[config.mk]
export PLATFORM = sky130hd
export DESIGN_NAME = loop_clock_gen
export DESIGN_NICKNAME = d
export VERILOG_FILES = /design/src/hdl/clkgen_pkg.sv /design/src/hdl/loop_clock_gen.sv
export SDC_FILE = /design/constraint.sdc
export NUM_CORES = 1
export LEC_CHECK = 0
export ABC_CLOCK_PERIOD_IN_PS = 4600
export BUFFER_PORTS_ARGS = -buffer_cell sky130_fd_sc_hd__buf_2
export CORE_MARGIN = 3
export CORE_UTILIZATION = 30
export DETAILED_ROUTE_END_ITERATION = 7
export PLACE_DENSITY = 0.47
export SLEW_MARGIN = 10
export SYNTH_ARGS = -nofsm -noshare
export SYNTH_HDL_FRONTEND = slang
export SYNTH_SLANG_ARGS = --single-unit
export TNS_END_PERCENT = 1
[constraint.sdc]
create_clock -name mclk_i -period 4.6 [get_ports mclk_i]
set_clock_uncertainty 0.05 [all_clocks]
set_input_delay 0.92 -clock mclk_i [delete_from_list [all_inputs] [get_ports mclk_i]]
set_output_delay 0.92 -clock mclk_i [all_outputs]
set_load 0.02 [all_outputs]
[src/hdl/clkgen_pkg.sv]
// Constants and carrier types for the loop clock generator
package clkgen_pkg;
    // -----------------------------------------------------------------
    // Timebase
    // -----------------------------------------------------------------
    localparam int CLK_KHZ      = 40000;
    localparam int IRC_KHZ      = 1000;
    localparam int IRC_CYCLES   = CLK_KHZ / IRC_KHZ;
    // -----------------------------------------------------------------
    // Field widths and reset values
    // -----------------------------------------------------------------
    localparam int REFERENCE_DIVIDER_W     = 4;
    localparam int SYN_W        = 6;
    localparam int POST_W       = 5;
    localparam int FILT_W       = 5;
    localparam logic [SYN_W-1:0]  RST_SYN    = 6'h1f;
    localparam logic [POST_W-1:0] RST_POST   = 5'h03;
    localparam logic [POST_W-1:0] UNLOCK_DIV = 5'h03;
    // -----------------------------------------------------------------
    // Loop model
    // -----------------------------------------------------------------
    localparam int NCO_W        = 16;
    localparam logic [NCO_W-1:0] INCR_RST = 16'h4000;
    localparam logic [NCO_W-1:0] INCR_MIN = 16'h0001;
    localparam int GAIN_SH      = 5;
    localparam logic [8:0] LOCK_TOL   = 9'h002;
    localparam logic [8:0] UNLOCK_TOL = 9'h004;
    localparam logic [2:0] LOCK_REFS  = 3'h4;
    localparam logic [2:0] QUAL_EDGES = 3'h4;
    localparam logic [4:0] DET_NARROW = 5'h02;
    localparam logic [4:0] DET_ANY    = 5'h04;

    typedef struct packed {
        logic                crystal_enable;
        logic [REFERENCE_DIVIDER_W-1:0] reference_divider;
        logic [SYN_W-1:0]    synth_multiplier;
        logic [POST_W-1:0]   output_divider;
        logic                bus_source_select;
        logic [FILT_W-1:0]   spike_filter_ratio;
        logic                filter_wide_window;
        logic                lock_irq_enable;
        logic                crystal_irq_enable;
    } cfg_t;

    typedef struct packed {
        logic lock;
        logic crystal_qualified;
        logic lock_change_flag;
        logic crystal_change_flag;
    } stat_t;
endpackage : clkgen_pkg

[src/hdl/loop_clock_gen.sv]
// Loop clock generator with adaptive crystal spike filter
// Notes on behaviour
// - Crystal disabled: internal 1 MHz tick is the loop reference
// - Crystal enabled: reference is crystal divided by divider field plus one
// - VCO runs at twice reference times multiplier field plus one
// - Locked: output clock is VCO divided by output divider plus one
// - Unlocked for any reason: output clock is VCO divided by four
// - Bus clock is half the output clock when loop source selected
// - Feedback toggles every multiplier plus one VCO ticks; loop corrects VCO rate
// - Lock decided by comparing feedback and reference frequencies
// - Lock bit sets inside lock tolerance, clears outside unlock tolerance
// - Lock change flag raises interrupt when lock interrupt enabled
// - Enabled filter removes spikes from crystal clock
// - Filter samples crystal with VCO; software writes ratio over two
// - Edge window is three VCO cycles wide, else one
// - Ratio 0 off, 1 filter only, 2-3 detect narrow, 4+ both
// - Severe noise clears qualified and lock, sets both change flags
// - Reset: internal reference, 64 MHz VCO setting, output divider 3
// - Source select low: crystal clock drives the bus clock
module loop_clock_gen
    import clkgen_pkg::*;
(
    input  wire logic             mclk_i,
    input  wire logic             reset_i,
    input  wire clkgen_pkg::cfg_t cfg_i,
    input  wire logic             lock_flag_clear_i,
    input  wire logic             crystal_flag_clear_i,
    input  wire logic             crystal_input_pin_i,
    output logic                  vco_clock_o,
    output logic                  feedback_clock_o,
    output logic                  loop_reference_clock_o,
    output logic                  loop_output_clock_o,
    output logic                  bus_clock_o,
    output logic                  crystal_clock_o,
    output clkgen_pkg::stat_t     status_o,
    output logic                  lock_irq_o,
    output logic                  crystal_irq_o
);
    // -----------------------------------------------------------------
    // Crystal input synchroniser
    // -----------------------------------------------------------------
    logic xtal_m_q;
    logic xtal_s_q;
    always_ff @(posedge mclk_i)
    begin
        xtal_m_q <= crystal_input_pin_i;
        xtal_s_q <= xtal_m_q;
    end

    // -----------------------------------------------------------------
    // VCO as a numerically controlled oscillator
    // -----------------------------------------------------------------
    logic [NCO_W-1:0] acc_q;
    logic [NCO_W-1:0] incr_q;
    logic             vco_q;
    logic [NCO_W:0]   acc_sum;
    assign acc_sum = {1'b0, acc_q} + {1'b0, incr_q};
    always_ff @(posedge mclk_i)
    begin
        if (reset_i)
        begin
            acc_q <= '0;
            vco_q <= 1'b0;
        end
        else
        begin
            acc_q <= acc_sum[NCO_W-1:0];
            vco_q <= acc_sum[NCO_W];
        end
    end

    // -----------------------------------------------------------------
    // Adaptive spike filter, sampled on VCO ticks
    // -----------------------------------------------------------------
    logic [6:0] fcnt_q;
    logic       filt_q;
    logic [6:0] fnxt;
    logic [6:0] ratio;
    logic [6:0] wdt;
    logic [6:0] lo;
    logic       filt_on;
    logic       det_on;
    logic       miss;
    logic       noise;
    assign ratio   = {2'b00, cfg_i.spike_filter_ratio};
    assign wdt     = {6'h00, cfg_i.filter_wide_window};
    assign fnxt    = fcnt_q + 7'h01;
    assign lo      = (ratio > wdt) ? ratio - wdt : 7'h01;
    assign filt_on = cfg_i.spike_filter_ratio != '0;
    assign det_on  = (cfg_i.spike_filter_ratio >= DET_ANY) ||
                     ((cfg_i.spike_filter_ratio >= DET_NARROW) &&
                      !cfg_i.filter_wide_window);
    assign miss    = (fnxt > ratio + wdt) && (xtal_s_q == filt_q);
    assign noise   = vco_q && filt_on && det_on && cfg_i.crystal_enable && miss;
    always_ff @(posedge mclk_i)
    begin
        if (reset_i || !filt_on)
        begin
            fcnt_q <= '0;
            filt_q <= xtal_s_q;
        end
        else if (vco_q)
        begin
            if ((xtal_s_q != filt_q && fnxt >= lo) || miss)
            begin
                filt_q <= !filt_q;
                fcnt_q <= '0;
            end
            else
            begin
                fcnt_q <= fnxt;
            end
        end
    end

    logic xtal_clk;
    logic xtal_prev_q;
    logic xtal_rise;
    assign xtal_clk  = filt_on ? filt_q : xtal_s_q;
    assign xtal_rise = xtal_clk && !xtal_prev_q;
    always_ff @(posedge mclk_i)
    begin
        xtal_prev_q <= reset_i ? 1'b0 : xtal_clk;
    end

    // -----------------------------------------------------------------
    // Crystal qualification
    // -----------------------------------------------------------------
    logic [2:0] qcnt_q;
    logic       qual_q;
    logic       qual_d;
    always_comb
    begin
        qual_d = qual_q;
        if (!cfg_i.crystal_enable || noise)
            qual_d = 1'b0;
        else if (xtal_rise && qcnt_q == QUAL_EDGES - 3'h1)
            qual_d = 1'b1;
    end
    always_ff @(posedge mclk_i)
    begin
        if (reset_i || !cfg_i.crystal_enable || noise)
            qcnt_q <= '0;
        else if (xtal_rise && qcnt_q != QUAL_EDGES - 3'h1)
            qcnt_q <= qcnt_q + 3'h1;
    end
    always_ff @(posedge mclk_i)
    begin
        qual_q <= reset_i ? 1'b0 : qual_d;
    end

    // -----------------------------------------------------------------
    // Loop reference selection and division
    // -----------------------------------------------------------------
    logic [5:0]          irc_q;
    logic                irc_tick;
    logic [REFERENCE_DIVIDER_W-1:0] rdiv_q;
    logic                ref_ev;
    assign irc_tick = irc_q == 6'(IRC_CYCLES - 1);
    assign ref_ev   = cfg_i.crystal_enable ?
                      (xtal_rise && rdiv_q == cfg_i.reference_divider) :
                      irc_tick;
    always_ff @(posedge mclk_i)
    begin
        irc_q <= (reset_i || irc_tick) ? '0 : irc_q + 6'h01;
    end
    always_ff @(posedge mclk_i)
    begin
        if (reset_i || !cfg_i.crystal_enable)
            rdiv_q <= '0;
        else if (xtal_rise)
            rdiv_q <= (rdiv_q == cfg_i.reference_divider) ? '0 : rdiv_q + 4'h1;
    end

    // -----------------------------------------------------------------
    // Feedback divider
    // -----------------------------------------------------------------
    logic [SYN_W-1:0] fb_cnt_q;
    logic             fb_q;
    always_ff @(posedge mclk_i)
    begin
        if (reset_i)
        begin
            fb_cnt_q <= '0;
            fb_q     <= 1'b0;
        end
        else if (vco_q)
        begin
            if (fb_cnt_q >= cfg_i.synth_multiplier)
            begin
                fb_cnt_q <= '0;
                fb_q     <= !fb_q;
            end
            else
                fb_cnt_q <= fb_cnt_q + 6'h01;
        end
    end

    // -----------------------------------------------------------------
    // Frequency comparison and VCO correction
    // -----------------------------------------------------------------
    logic [7:0]        vcnt_q;
    logic [8:0]        vcnt_now;
    logic signed [8:0] err;
    logic [8:0]        mag;
    logic signed [NCO_W+1:0] incr_n;
    assign vcnt_now = {1'b0, vcnt_q} + {8'h00, vco_q};
    assign err = signed'({2'b00, cfg_i.synth_multiplier, 1'b0} + 9'h002) -
                 signed'(vcnt_now);
    assign mag = err[8] ? 9'(-err) : err;
    assign incr_n = signed'({2'b00, incr_q}) + ((NCO_W+2)'(err) <<< GAIN_SH);
    always_ff @(posedge mclk_i)
    begin
        if (reset_i || ref_ev)
            vcnt_q <= '0;
        else if (vco_q && vcnt_q != 8'hff)
            vcnt_q <= vcnt_q + 8'h01;
    end
    always_ff @(posedge mclk_i)
    begin
        if (reset_i)
            incr_q <= INCR_RST;
        else if (ref_ev)
        begin
            if (incr_n < signed'({2'b00, INCR_MIN}))
                incr_q <= INCR_MIN;
            else if (incr_n[NCO_W+1:NCO_W] != 2'b00)
                incr_q <= '1;
            else
                incr_q <= incr_n[NCO_W-1:0];
        end
    end

    // -----------------------------------------------------------------
    // Lock detector
    // -----------------------------------------------------------------
    logic [2:0] good_q;
    logic       lock_q;
    logic       lock_d;
    always_comb
    begin
        lock_d = lock_q;
        if (noise || (ref_ev && mag > UNLOCK_TOL))
            lock_d = 1'b0;
        else if (ref_ev && mag <= LOCK_TOL && good_q == LOCK_REFS - 3'h1)
            lock_d = 1'b1;
    end
    always_ff @(posedge mclk_i)
    begin
        if (reset_i || noise || (ref_ev && mag > LOCK_TOL))
            good_q <= '0;
        else if (ref_ev && good_q != LOCK_REFS - 3'h1)
            good_q <= good_q + 3'h1;
    end
    always_ff @(posedge mclk_i)
    begin
        lock_q <= reset_i ? 1'b0 : lock_d;
    end

    // -----------------------------------------------------------------
    // Change flags, set wins over clear
    // -----------------------------------------------------------------
    logic lflag_q;
    logic cflag_q;
    always_ff @(posedge mclk_i)
    begin
        if (reset_i)
            lflag_q <= 1'b0;
        else if (lock_d != lock_q || noise)
            lflag_q <= 1'b1;
        else if (lock_flag_clear_i)
            lflag_q <= 1'b0;
    end
    always_ff @(posedge mclk_i)
    begin
        if (reset_i)
            cflag_q <= 1'b0;
        else if (qual_d != qual_q || noise)
            cflag_q <= 1'b1;
        else if (crystal_flag_clear_i)
            cflag_q <= 1'b0;
    end

    // -----------------------------------------------------------------
    // Output divider and bus clock
    // -----------------------------------------------------------------
    logic [POST_W-1:0] pcnt_q;
    logic [POST_W-1:0] div_q;
    logic              pll_tick;
    logic              bus_ph_q;
    logic              pll_q;
    logic              bus_q;
    assign pll_tick = vco_q && pcnt_q >= div_q;
    always_ff @(posedge mclk_i)
    begin
        if (reset_i)
        begin
            pcnt_q <= '0;
            div_q  <= UNLOCK_DIV;
        end
        else if (pll_tick)
        begin
            pcnt_q <= '0;
            div_q  <= lock_q ? cfg_i.output_divider : UNLOCK_DIV;
        end
        else if (vco_q)
            pcnt_q <= pcnt_q + 5'h01;
    end
    always_ff @(posedge mclk_i)
    begin
        if (reset_i)
        begin
            bus_ph_q <= 1'b0;
            pll_q    <= 1'b0;
            bus_q    <= 1'b0;
        end
        else
        begin
            bus_ph_q <= bus_ph_q ^ pll_tick;
            pll_q    <= pll_tick;
            bus_q    <= cfg_i.bus_source_select ? (pll_tick && bus_ph_q) :
                        xtal_rise;
        end
    end

    assign vco_clock_o            = vco_q;
    assign feedback_clock_o       = fb_q;
    assign loop_reference_clock_o = ref_ev;
    assign loop_output_clock_o    = pll_q;
    assign bus_clock_o            = bus_q;
    assign crystal_clock_o        = xtal_clk;
    assign status_o               = '{lock: lock_q, crystal_qualified: qual_q,
                                      lock_change_flag: lflag_q,
                                      crystal_change_flag: cflag_q};
    assign lock_irq_o             = lflag_q && cfg_i.lock_irq_enable;
    assign crystal_irq_o          = cflag_q && cfg_i.crystal_irq_enable;
endmodule : loop_clock_gen

# --- After elaboration in Yosys (flattened, before gate mapping) ---
# Index checks and enable logic that the tools add are counted.
word_totals:
  register_bits: 92
  in_bits: 30
  out_inout_bits: 12
  word_cells: 134
op_classes:
  addsub: 16
  n_lt_le_gt_ge: 11
  eq_ne: 11
  n_mux: 22
  bitwise_logic: 1
  reduce_logical: 49
op_table:
  columns: ["operator", "count"]
  rows:
  - ["$mux 16", 2]
  - ["$logic_and 1x1->1", 21]
  - ["$add 17x14->18", 1]
  - ["$lt 18x2->1 const B", 1]
  - ["$add 16x16->17", 1]
  - ["$mux 1", 14]
  - ["$mux 7", 2]
  - ["$logic_or 1x1->1", 13]
  - ["$add 6x1->6 const B", 2]
  - ["$reduce_bool 2->1", 5]
  - ["$add 8x1->9", 1]
  - ["$gt 9x2->1 const B", 1]
  - ["$gt 9x3->1 const B", 1]
  - ["$le 9x2->1 const B", 1]
  - ["$mux 9", 1]
  - ["$neg 9->9", 1]
  - ["$sub 9x9->9", 1]
  - ["$add 7x2->8 const B", 1]
  - ["$add 8x1->8 const B", 1]
  - ["$ne 8x8->1 const B", 1]
  - ["$add 7x1->7 const B", 1]
  - ["$ge 7x7->1", 1]
  - ["$gt 7x6->1", 1]
  - ["$add 3x1->3 const B", 2]
  - ["23 further kinds", 33]

# --- Depth between registers and ports, before layout ---
# Gate-level depths: netlist of the first run.
depth:
  word_depth: 12
  depth_mapped: 21
  mapped_depth_nobuf: 20

# --- Worst setup path before layout of the first run ---
# OpenSTA, ideal clock, no wires.
synth_path:
  kind: "input port to flip-flop"
  startpoint: "in cfg_i[14] (netlist name)"
  endpoint: "reg incr_q[10]"
  setup_time_ns: 0.061
  arrival_ns: 4.782
  required_time_ns: 4.489
  slack_ns: -0.293
  cell_stages: 15
  n_path_buf: 0
  path_cell_list: "ha_1 xnor2_1 ha_1 inv_1 ha_1 and2_1 a211o_1 a2111oi_4 nor2_2 ha_1 and3_1 a31o_2 or3_1 a2111oi_4 a221o_1"
synth_between:
  elab_chain_len: 6
  elab_cells_between_ends: 7
  classes_between: "3 x add/sub; 1 x order compare; 2 x mux; 1 x reduce/logical"
synth_rtl:
  columns: ["item", "line", "source"]
  rows:
  - ["start: declaration", "loop_clock_gen.sv:25", "input wire clkgen_pkg::cfg_t cfg_i,"]
  - ["$add 7x2->8 (*)", "loop_clock_gen.sv:208", "assign err = signed'({2'b00, cfg_i.synth_multiplier, 1'b0} + 9'h002) -"]
  - ["$sub 9x9->9 (*)", "loop_clock_gen.sv:208", null]
  - ["$add 17x14->18 (*)", "loop_clock_gen.sv:211", "assign incr_n = signed'({2'b00, incr_q}) + ((NCO_W+2)'(err) <<< GAIN_SH);"]
  - ["parallel branches: the longest is 2 deep, another holds $lt 18x2->1", null, null]
  - ["$mux 16 (*)", "loop_clock_gen.sv:225", "if (incr_n < signed'({2'b00, INCR_MIN}))"]
  - ["end signal: assignment", "loop_clock_gen.sv:230", "incr_q <= incr_n[NCO_W-1:0];"]
  - ["end: declaration", "loop_clock_gen.sv:54", "logic [NCO_W-1:0] incr_q;"]
# Mark *: on every way between the ends.
# A chain may end at the register's enable or synchronous reset.

# --- Final worst setup path of the first run ---
layout_path:
  startpoint: "in cfg_i[15] (netlist name)"
  endpoint: "reg incr_q[5]"
# The elaborated chain is that of the path after synthesis.

==> results.md, run 1 <==
* Status: completed
* Die height at 152 µm
* Slowest Stage Delay on Critical Path at 0.42 ns
* Routed wire length at 15.3 mm
* Final #Nets at 996
* Yosys warns at 0
* Root Buffer: clkbuf_16
* Mean post-synth cell area at 8.34 µm²
* Tot GR Track Use at 0.131
* Clock buffer count from CTS at 9
* # H-tree levels at 3
* I/O Pins at 42
* Drt wl/cell at 13.3 µm
* Critical Path Start Type: input pin
* Arrival time at the worst endpoint at between 4 and 5 ns
* RSZ-0062 raised after global routing: yes
* Final worst-path cycle share at 0.979
* EDFF count, synth at 1
* Worst path slowest cell: a2111oi_4
* Mapped Area at about 6400 µm²
* Hold Fails Final Rpt at 0
* Total iterations of the first detailed-routing run at 4
* Worst path most repeated cell: ha_4
* Hold crit path type: flop to flop
* Buf/Inv on CP at 3
* Syn_nets at 883
* CP required at 4.84 ns
* Final setup violating endpoints at 0
* Peak VDD IR at 0.173 mV
* Layout cells sized above 1 at 0.230
* # fillers at 2167
* Grt ovf at 0
* Fin Hold WS at between 0.2 and 0.3 ns
* Final core utilization at 0.403
* Asr flop ratio synth at 0
* Slew Limit Fails at 0
* DR vias at 5561
* Pwr dens at roughly 250 nW/µm²
* Max Clk Rate at 0.222 GHz
* RePlAce Congestion at 0.790
* Crit path time final at 4.50 ns
* Starting density of the core at 0.310
* Synthesis-to-finish area growth at 29.6%
* Placeable Area at 20600 µm²
* Commonest non-fill, non-tap cell in the layout: nor2_1
* Max-slew headroom at 0.480
* Worst-Margin Slew at around 0.76 ns
* Site Rows at 52
* CP delay by family, top: compound AO/OA/AOI/OAI gates
* Worst skew pair latency at 0.35 ns
* Yosys cell types at 64
* PortBufs at 41
* DRC at 0
* Die area at 23100 µm²
* Pleak at 0.00366 µW
* DR iter-0 viols at between 150 and 200
* Pwr Total at around 2100 µW
* Hold_buf cts at 0
* Dpl hpwl at roughly 12 mm
* Commonest cells after routing, fill and taps aside: nor2_1, dfxtp_1, buf_4
* Vias/cell at 4.82
* N_diodes at 0
* CP cell instances: buf_6 > ha_4 > xnor2_2 > ha_1 > inv_2 > ha_4 > and2_4 > a211o_4 > a2111oi_4 > nor2_4 > ha_4 > and3_4 > a31o_4 > or3_4 > a2111oi_4 > buf_4 > a221o_1
* Max-Cap Viols at 0
* Register area share after synthesis at 0.281
* Synth Register Bits at 89
* Initial antenna violation count at 0
* Clock Sinks at 89
* Critical path fanouts, max at 6
* First-pass GRT wire length at 25.3 mm
* Mapped Cells at 765
* Fin area at 8280 µm²
* Largest net degree at the start of global routing at 34
* Placed Area at 7510 µm²
* CTS tree: done
* Critical path type: input pin to flop
* Worst Setup End Kind: flop
* Vias in the first global route at slightly above 5k
* Clock Pin Slew Worst Setup and Hold Paths at 0.06 ns
* Clk buf depth at 2
* Die Wd at approximately 150 µm
* Post-route ant nets at 0
* Prevailing post-synth register cell: dfxtp_1
timing repair:
item | 4_1_cts | 5_1_grt
endpoints found under the hold margin | 0 | 0
buffers inserted | 1 | 7
cloned | 1 | 0
pin swaps | 8 | 38
resized for setup | 7 | 61
setup endpoints to repair | 9 | 13
metal layers:
layer / GRT usage / vias to the layer above / wire, µm
met4: 0.0398 / 0 / 178
li1: - / 2939 / -
met1: 0.185 / 2543 / 7780
met3: 0.0233 / 13 / 608
met5: 0 / - / 0
met2: 0.204 / 66 / 6770
logic make-up after synthesis:
group / after synthesis / share of synthesized area
AO/OA/AOI/OAI: 166 / 0.187
XOR/XNOR: 66 / 0.0906
adder cells (fa/ha/maj): 88 / 0.176
buffers and inverters: 82 / 0.0508
flip-flops: 89 / 0.281
multiplexers: 7 / 0.0112
AND/OR/NAND/NOR: 267 / 0.204
metrics by stage:
stage | setup TNS (ns) | setup slack [ns] | cells
2_1_floorplan | -0.800 | -0.0964 | 765
3_3_place_gp | -4.45 | -0.416 | 1128
3_5_place_dp | -5.49 | -0.543 | 1128
4_1_cts | 0 | 0.00668 | 1146
5_1_grt | -0.321 | -0.0649 | 1153
6_report | 0 | 0.0984 | 1153
sequential cells by signal (all words and copies together) (netlist names):
name / flops
incr_q: 13
lock_q: 1
div_q: 5
bus_ph_q: 1
filt_q: 1
bus_clock_o: 1
xtal_prev_q: 1
vcnt_q: 8
qual_q: 1
lflag_q: 1
feedback_clock_o: 1
xtal_m_q: 1
qcnt_q: 3
acc_q: 16
fb_cnt_q: 6
fcnt_q: 7
rdiv_q: 4
vco_clock_o: 1
good_q: 3
loop_output_clock_o: 1
pcnt_q: 5
irc_q: 6
xtal_s_q: 1
cflag_q: 1
power breakdown:
group / internal (µW) / switching, µW / total (µW)
clock: 523 / 318 / 841
sequential: 784 / 9.32 / 793
combinational: 233 / 236 / 469
total: 1540 / 563 / 2100
cell usage after synthesis (all sizes together) (4+ instances only):
master | n | area [µm²]
nor2 | 94 | 355
dfxtp | 88 | 1760
ha | 85 | 1060
inv | 60 | 225
nand2 | 45 | 169
a21oi | 37 | 185
xnor2 | 33 | 289
xor2 | 33 | 289
o21ai | 27 | 135
nor3 | 22 | 110
nand3 | 21 | 105
a21o | 20 | 150
clkbuf | 15 | 56.3
nand2b | 14 | 87.6
nand4 | 12 | 75.1
nor2b | 12 | 75.1
a211oi | 11 | 87.6
o21a | 10 | 75.1
or3 | 9 | 56.3
a211o | 8 | 70.1
a221o | 7 | 70.1
buf | 7 | 42.5
or2 | 7 | 43.8
and2 | 6 | 37.5
mux2i | 6 | 60.1
nor3b | 6 | 45.0
o22ai | 6 | 37.5
a2111oi | 5 | 81.3
nor4 | 5 | 31.3
a221oi | 4 | 35.0
and3 | 4 | 25.0
area by class of cell:
| class | instances | area, µm² | share of cell area |
|---|---|---|---|
| multi-input cells | 594 | 4690 | 0.567 |
| flip-flops and latches | 89 | 1790 | 0.217 |
| repair buffers | 124 | 872 | 0.105 |
| well taps | 270 | 338 | 0.0408 |
| clock buffers | 12 | 268 | 0.0324 |
| inverters | 60 | 243 | 0.0293 |
| clock inverters | 4 | 72.6 | 0.00877 |
worst paths after layout:
check             from        end  slack, ns  cells past startpoint
max          cfg_i[15]  incr_q[5]        0.1                     17
min           xtal_m_q   xtal_s_q       0.28                      0
max reg2reg  vcnt_q[0]  incr_q[3]       0.41                     17
min reg2reg   xtal_m_q   xtal_s_q       0.28                      0
(Power assumes the default switching activity.)
==> run 2: changes to the inputs <==
Settings changed: CORE_UTILIZATION 30 to 56, PLACE_DENSITY 0.47 to 0.78.
==> results.md, run 2 (same netlist as run 1, synthesis figures left out) <==
* # fillers at 783 (-64%)
* DRC at 0 (unchanged)
* Final setup violating endpoints at 0 (unchanged)
* Slew Limit Fails at 0 (unchanged)
* Dpl hpwl at 11.7 mm (-3.1%)
* Worst Setup End Kind: flop
* Pwr dens at 252 nW/µm² (-0.77%)
* Hold Fails Final Rpt at 0 (unchanged)
* Initial antenna violation count at 0 (unchanged)
* Register name with the most flops: acc_q
* Drt wl/cell at 15.4 µm (+16%)
* Final worst-path cycle share at 0.986 (+0.00698)
* Largest net degree at the start of global routing at 47 (+38%)
* DR vias at 5849 (+5.2%)
* Worst R2R Setup Slack at 0.39 ns (-0.02 ns)
* # H-tree levels at 3 (unchanged)
* Final #Nets at 985 (-1.1%)
* Worst path slowest cell: a2111o_1
* Grt ovf at 0 (unchanged)
* Post-route ant nets at 0 (unchanged)
* CTS tree: done
* Footprint of the multi-input gates at 4680 µm² (-0.27%)
* Max-Cap Viols at 0 (unchanged)
* Largest register FFs at 16 (unchanged)
* Top Registers: acc_q x16, incr_q x13, vcnt_q x8
* CP required at 4.77 ns (-0.07 ns)
* DR iter-0 viols at 277 (+51%)
* Hold_buf cts at 0 (unchanged)
* Clock Sinks at 89 (unchanged)
* Peak VDD IR at 0.261 mV (+50%)
* Clock buffer count from CTS at 9 (unchanged)
* I/O Pins at 42 (unchanged)
* Pleak at 0.00360 µW (-1.7%)
* Die Wd at 113 µm (-26%)
* Die area at 12700 µm² (-45%)
* First-pass GRT wire length at 25.1 mm (-0.85%)
* RePlAce Congestion at 0.921 (+17%)
* Die height at 113 µm (-26%)
* Worst-Margin Slew at 0.900 ns (+0.140 ns)
* Worst skew pair latency at 0.34 ns (about the same)
* Critical path fanouts, max at 5 (-1)
* Total iterations of the first detailed-routing run at 4 (unchanged)
* CP cell instances: buf_6 > ha_4 > xnor2_2 > ha_1 > inv_2 > ha_4 > a21bo_2 > a221oi_2 > ha_1 > a21o_1 > nand2_1 > and3_4 > o21ai_2 > a2111o_1 > nor4_2 > buf_4 > a21oi_2 > a221o_1
* Starting density of the core at 0.581 (+0.271)
* Tot GR Track Use at 0.236 (+0.105)
* Max-slew headroom at 0.400 (-0.0799)
* PortBufs at 41 (unchanged)
* Routed wire length at 15.6 mm (+1.9%)
* Placeable Area at 11000 µm² (-47%)
* Status: completed
* Register Area at 1790 µm² (unchanged)
* Root Buffer: clkbuf_16
* Vias/cell at 5.78 (+20%)
* Synthesis-to-finish area growth at 24.7%
* Site Rows at 38 (-27%)
* Commonest cells after routing, fill and taps aside: nor2_1, dfxtp_1, ha_1
* Clk buf depth at 2 (unchanged)
* Final core utilization at 0.725 (+0.322)
* Critical Path Start Type: input pin
* Hold crit path type: flop to flop
* Slowest Stage Delay on Critical Path at 0.37 ns (-0.05 ns)
* Vias in the first global route at 5647 (+9.4%)
* Arrival time at the worst endpoint at 4.71 ns (-0.03 ns)
* Critical path type: input pin to flop
* Pwr Total at 2010 µW (-4.5%)
* Clock Pin Slew Worst Setup and Hold Paths at 0.07 ns (about the same)
* N_diodes at 0 (unchanged)
* Max Clk Rate at 0.221 GHz (-0.71%)
* Layout cells sized above 1 at 0.227 (-0.00283)
* Crit path time final at 4.53 ns (+0.0321 ns)
* Commonest non-fill, non-tap cell in the layout: nor2_1
## run 2: cell count changes in the layout (fill, tap and decap cells not counted), moves of 2 or more
cell | before | now
a211oi_2 | 2 | 4
buf_4 | 80 | 69
o21ai_1 | 3 | 1
nor2_1 | 92 | 90
buf_8 | 2 | 0
clkinv_4 | 0 | 2
a211oi_4 | 2 | 0
o21ai_2 | 1 | 3
ha_4 | 12 | 10
## run 2: worst paths after layout
| path | start | endpoint | cells after the start |
|---|---|---|---|
| min reg2reg | xtal_m_q | xtal_s_q | 0 |
| min | xtal_m_q | xtal_s_q | 0 |
| max reg2reg | vcnt_q[0] | incr_q[3] | 17 |
| max | cfg_i[15] | incr_q[3] | 18 |
## run 2: critical path, delay by kind of cell
kind                       cells  cell delay (ns)
and+or+nand+nor                3             0.62
buffers and inverters          3             0.33
adders and majority gates      4             1.11
AOI/OAI and AO/OA              7             1.59
xor gates and xnor gates       1             0.12
## run 2: timing repair
item	CTS	global route
setup buffers	0	5
endpoints found under the setup margin	9	13
cloned	0	1
hold endpoints to repair	0	0
gates resized for setup	3	61
pin swaps	1	29
## run 2: area by class of cell
class,count,area share
well taps,140,0.0220
clock buffers,10,0.0300
inverters,60,0.0299
repair buffers,113,0.0970
clock inverters,6,0.00833
multi-input cells,594,0.588
flip-flops and latches,89,0.225
## run 2: stage by stage
step                cell area, µm²  hold slack, ns  cells  TNS (ns)  worst slack, ns
global placement              7280           0.266    990     -3.49           -0.354
global route                  7960           0.294   1012    -0.823           -0.120
detailed placement            7280           0.268    990     -4.80           -0.437
finish                        7960           0.280   1012         0           0.0663
floorplan                     6510           0.260    765    -0.800          -0.0964
CTS                           7600           0.282   1006  -0.00206         -0.00206
## run 2: routing by layer
metal  track usage  vias up  routed length, µm
met2         0.401      113               7650
met3        0.0396       37                547
met5             0        -                  0
met1         0.306     2780               7120
met4        0.0753        0                313
li1              -     2919                  -
## run 2: power by group
group / leakage [µW] / internal (µW) / switching (µW)
clock: 0.000153 / 438 / 307
combinational: 0.00272 / 225 / 245
sequential: 0.000721 / 784 / 9.47
total: 0.00360 / 1450 / 561
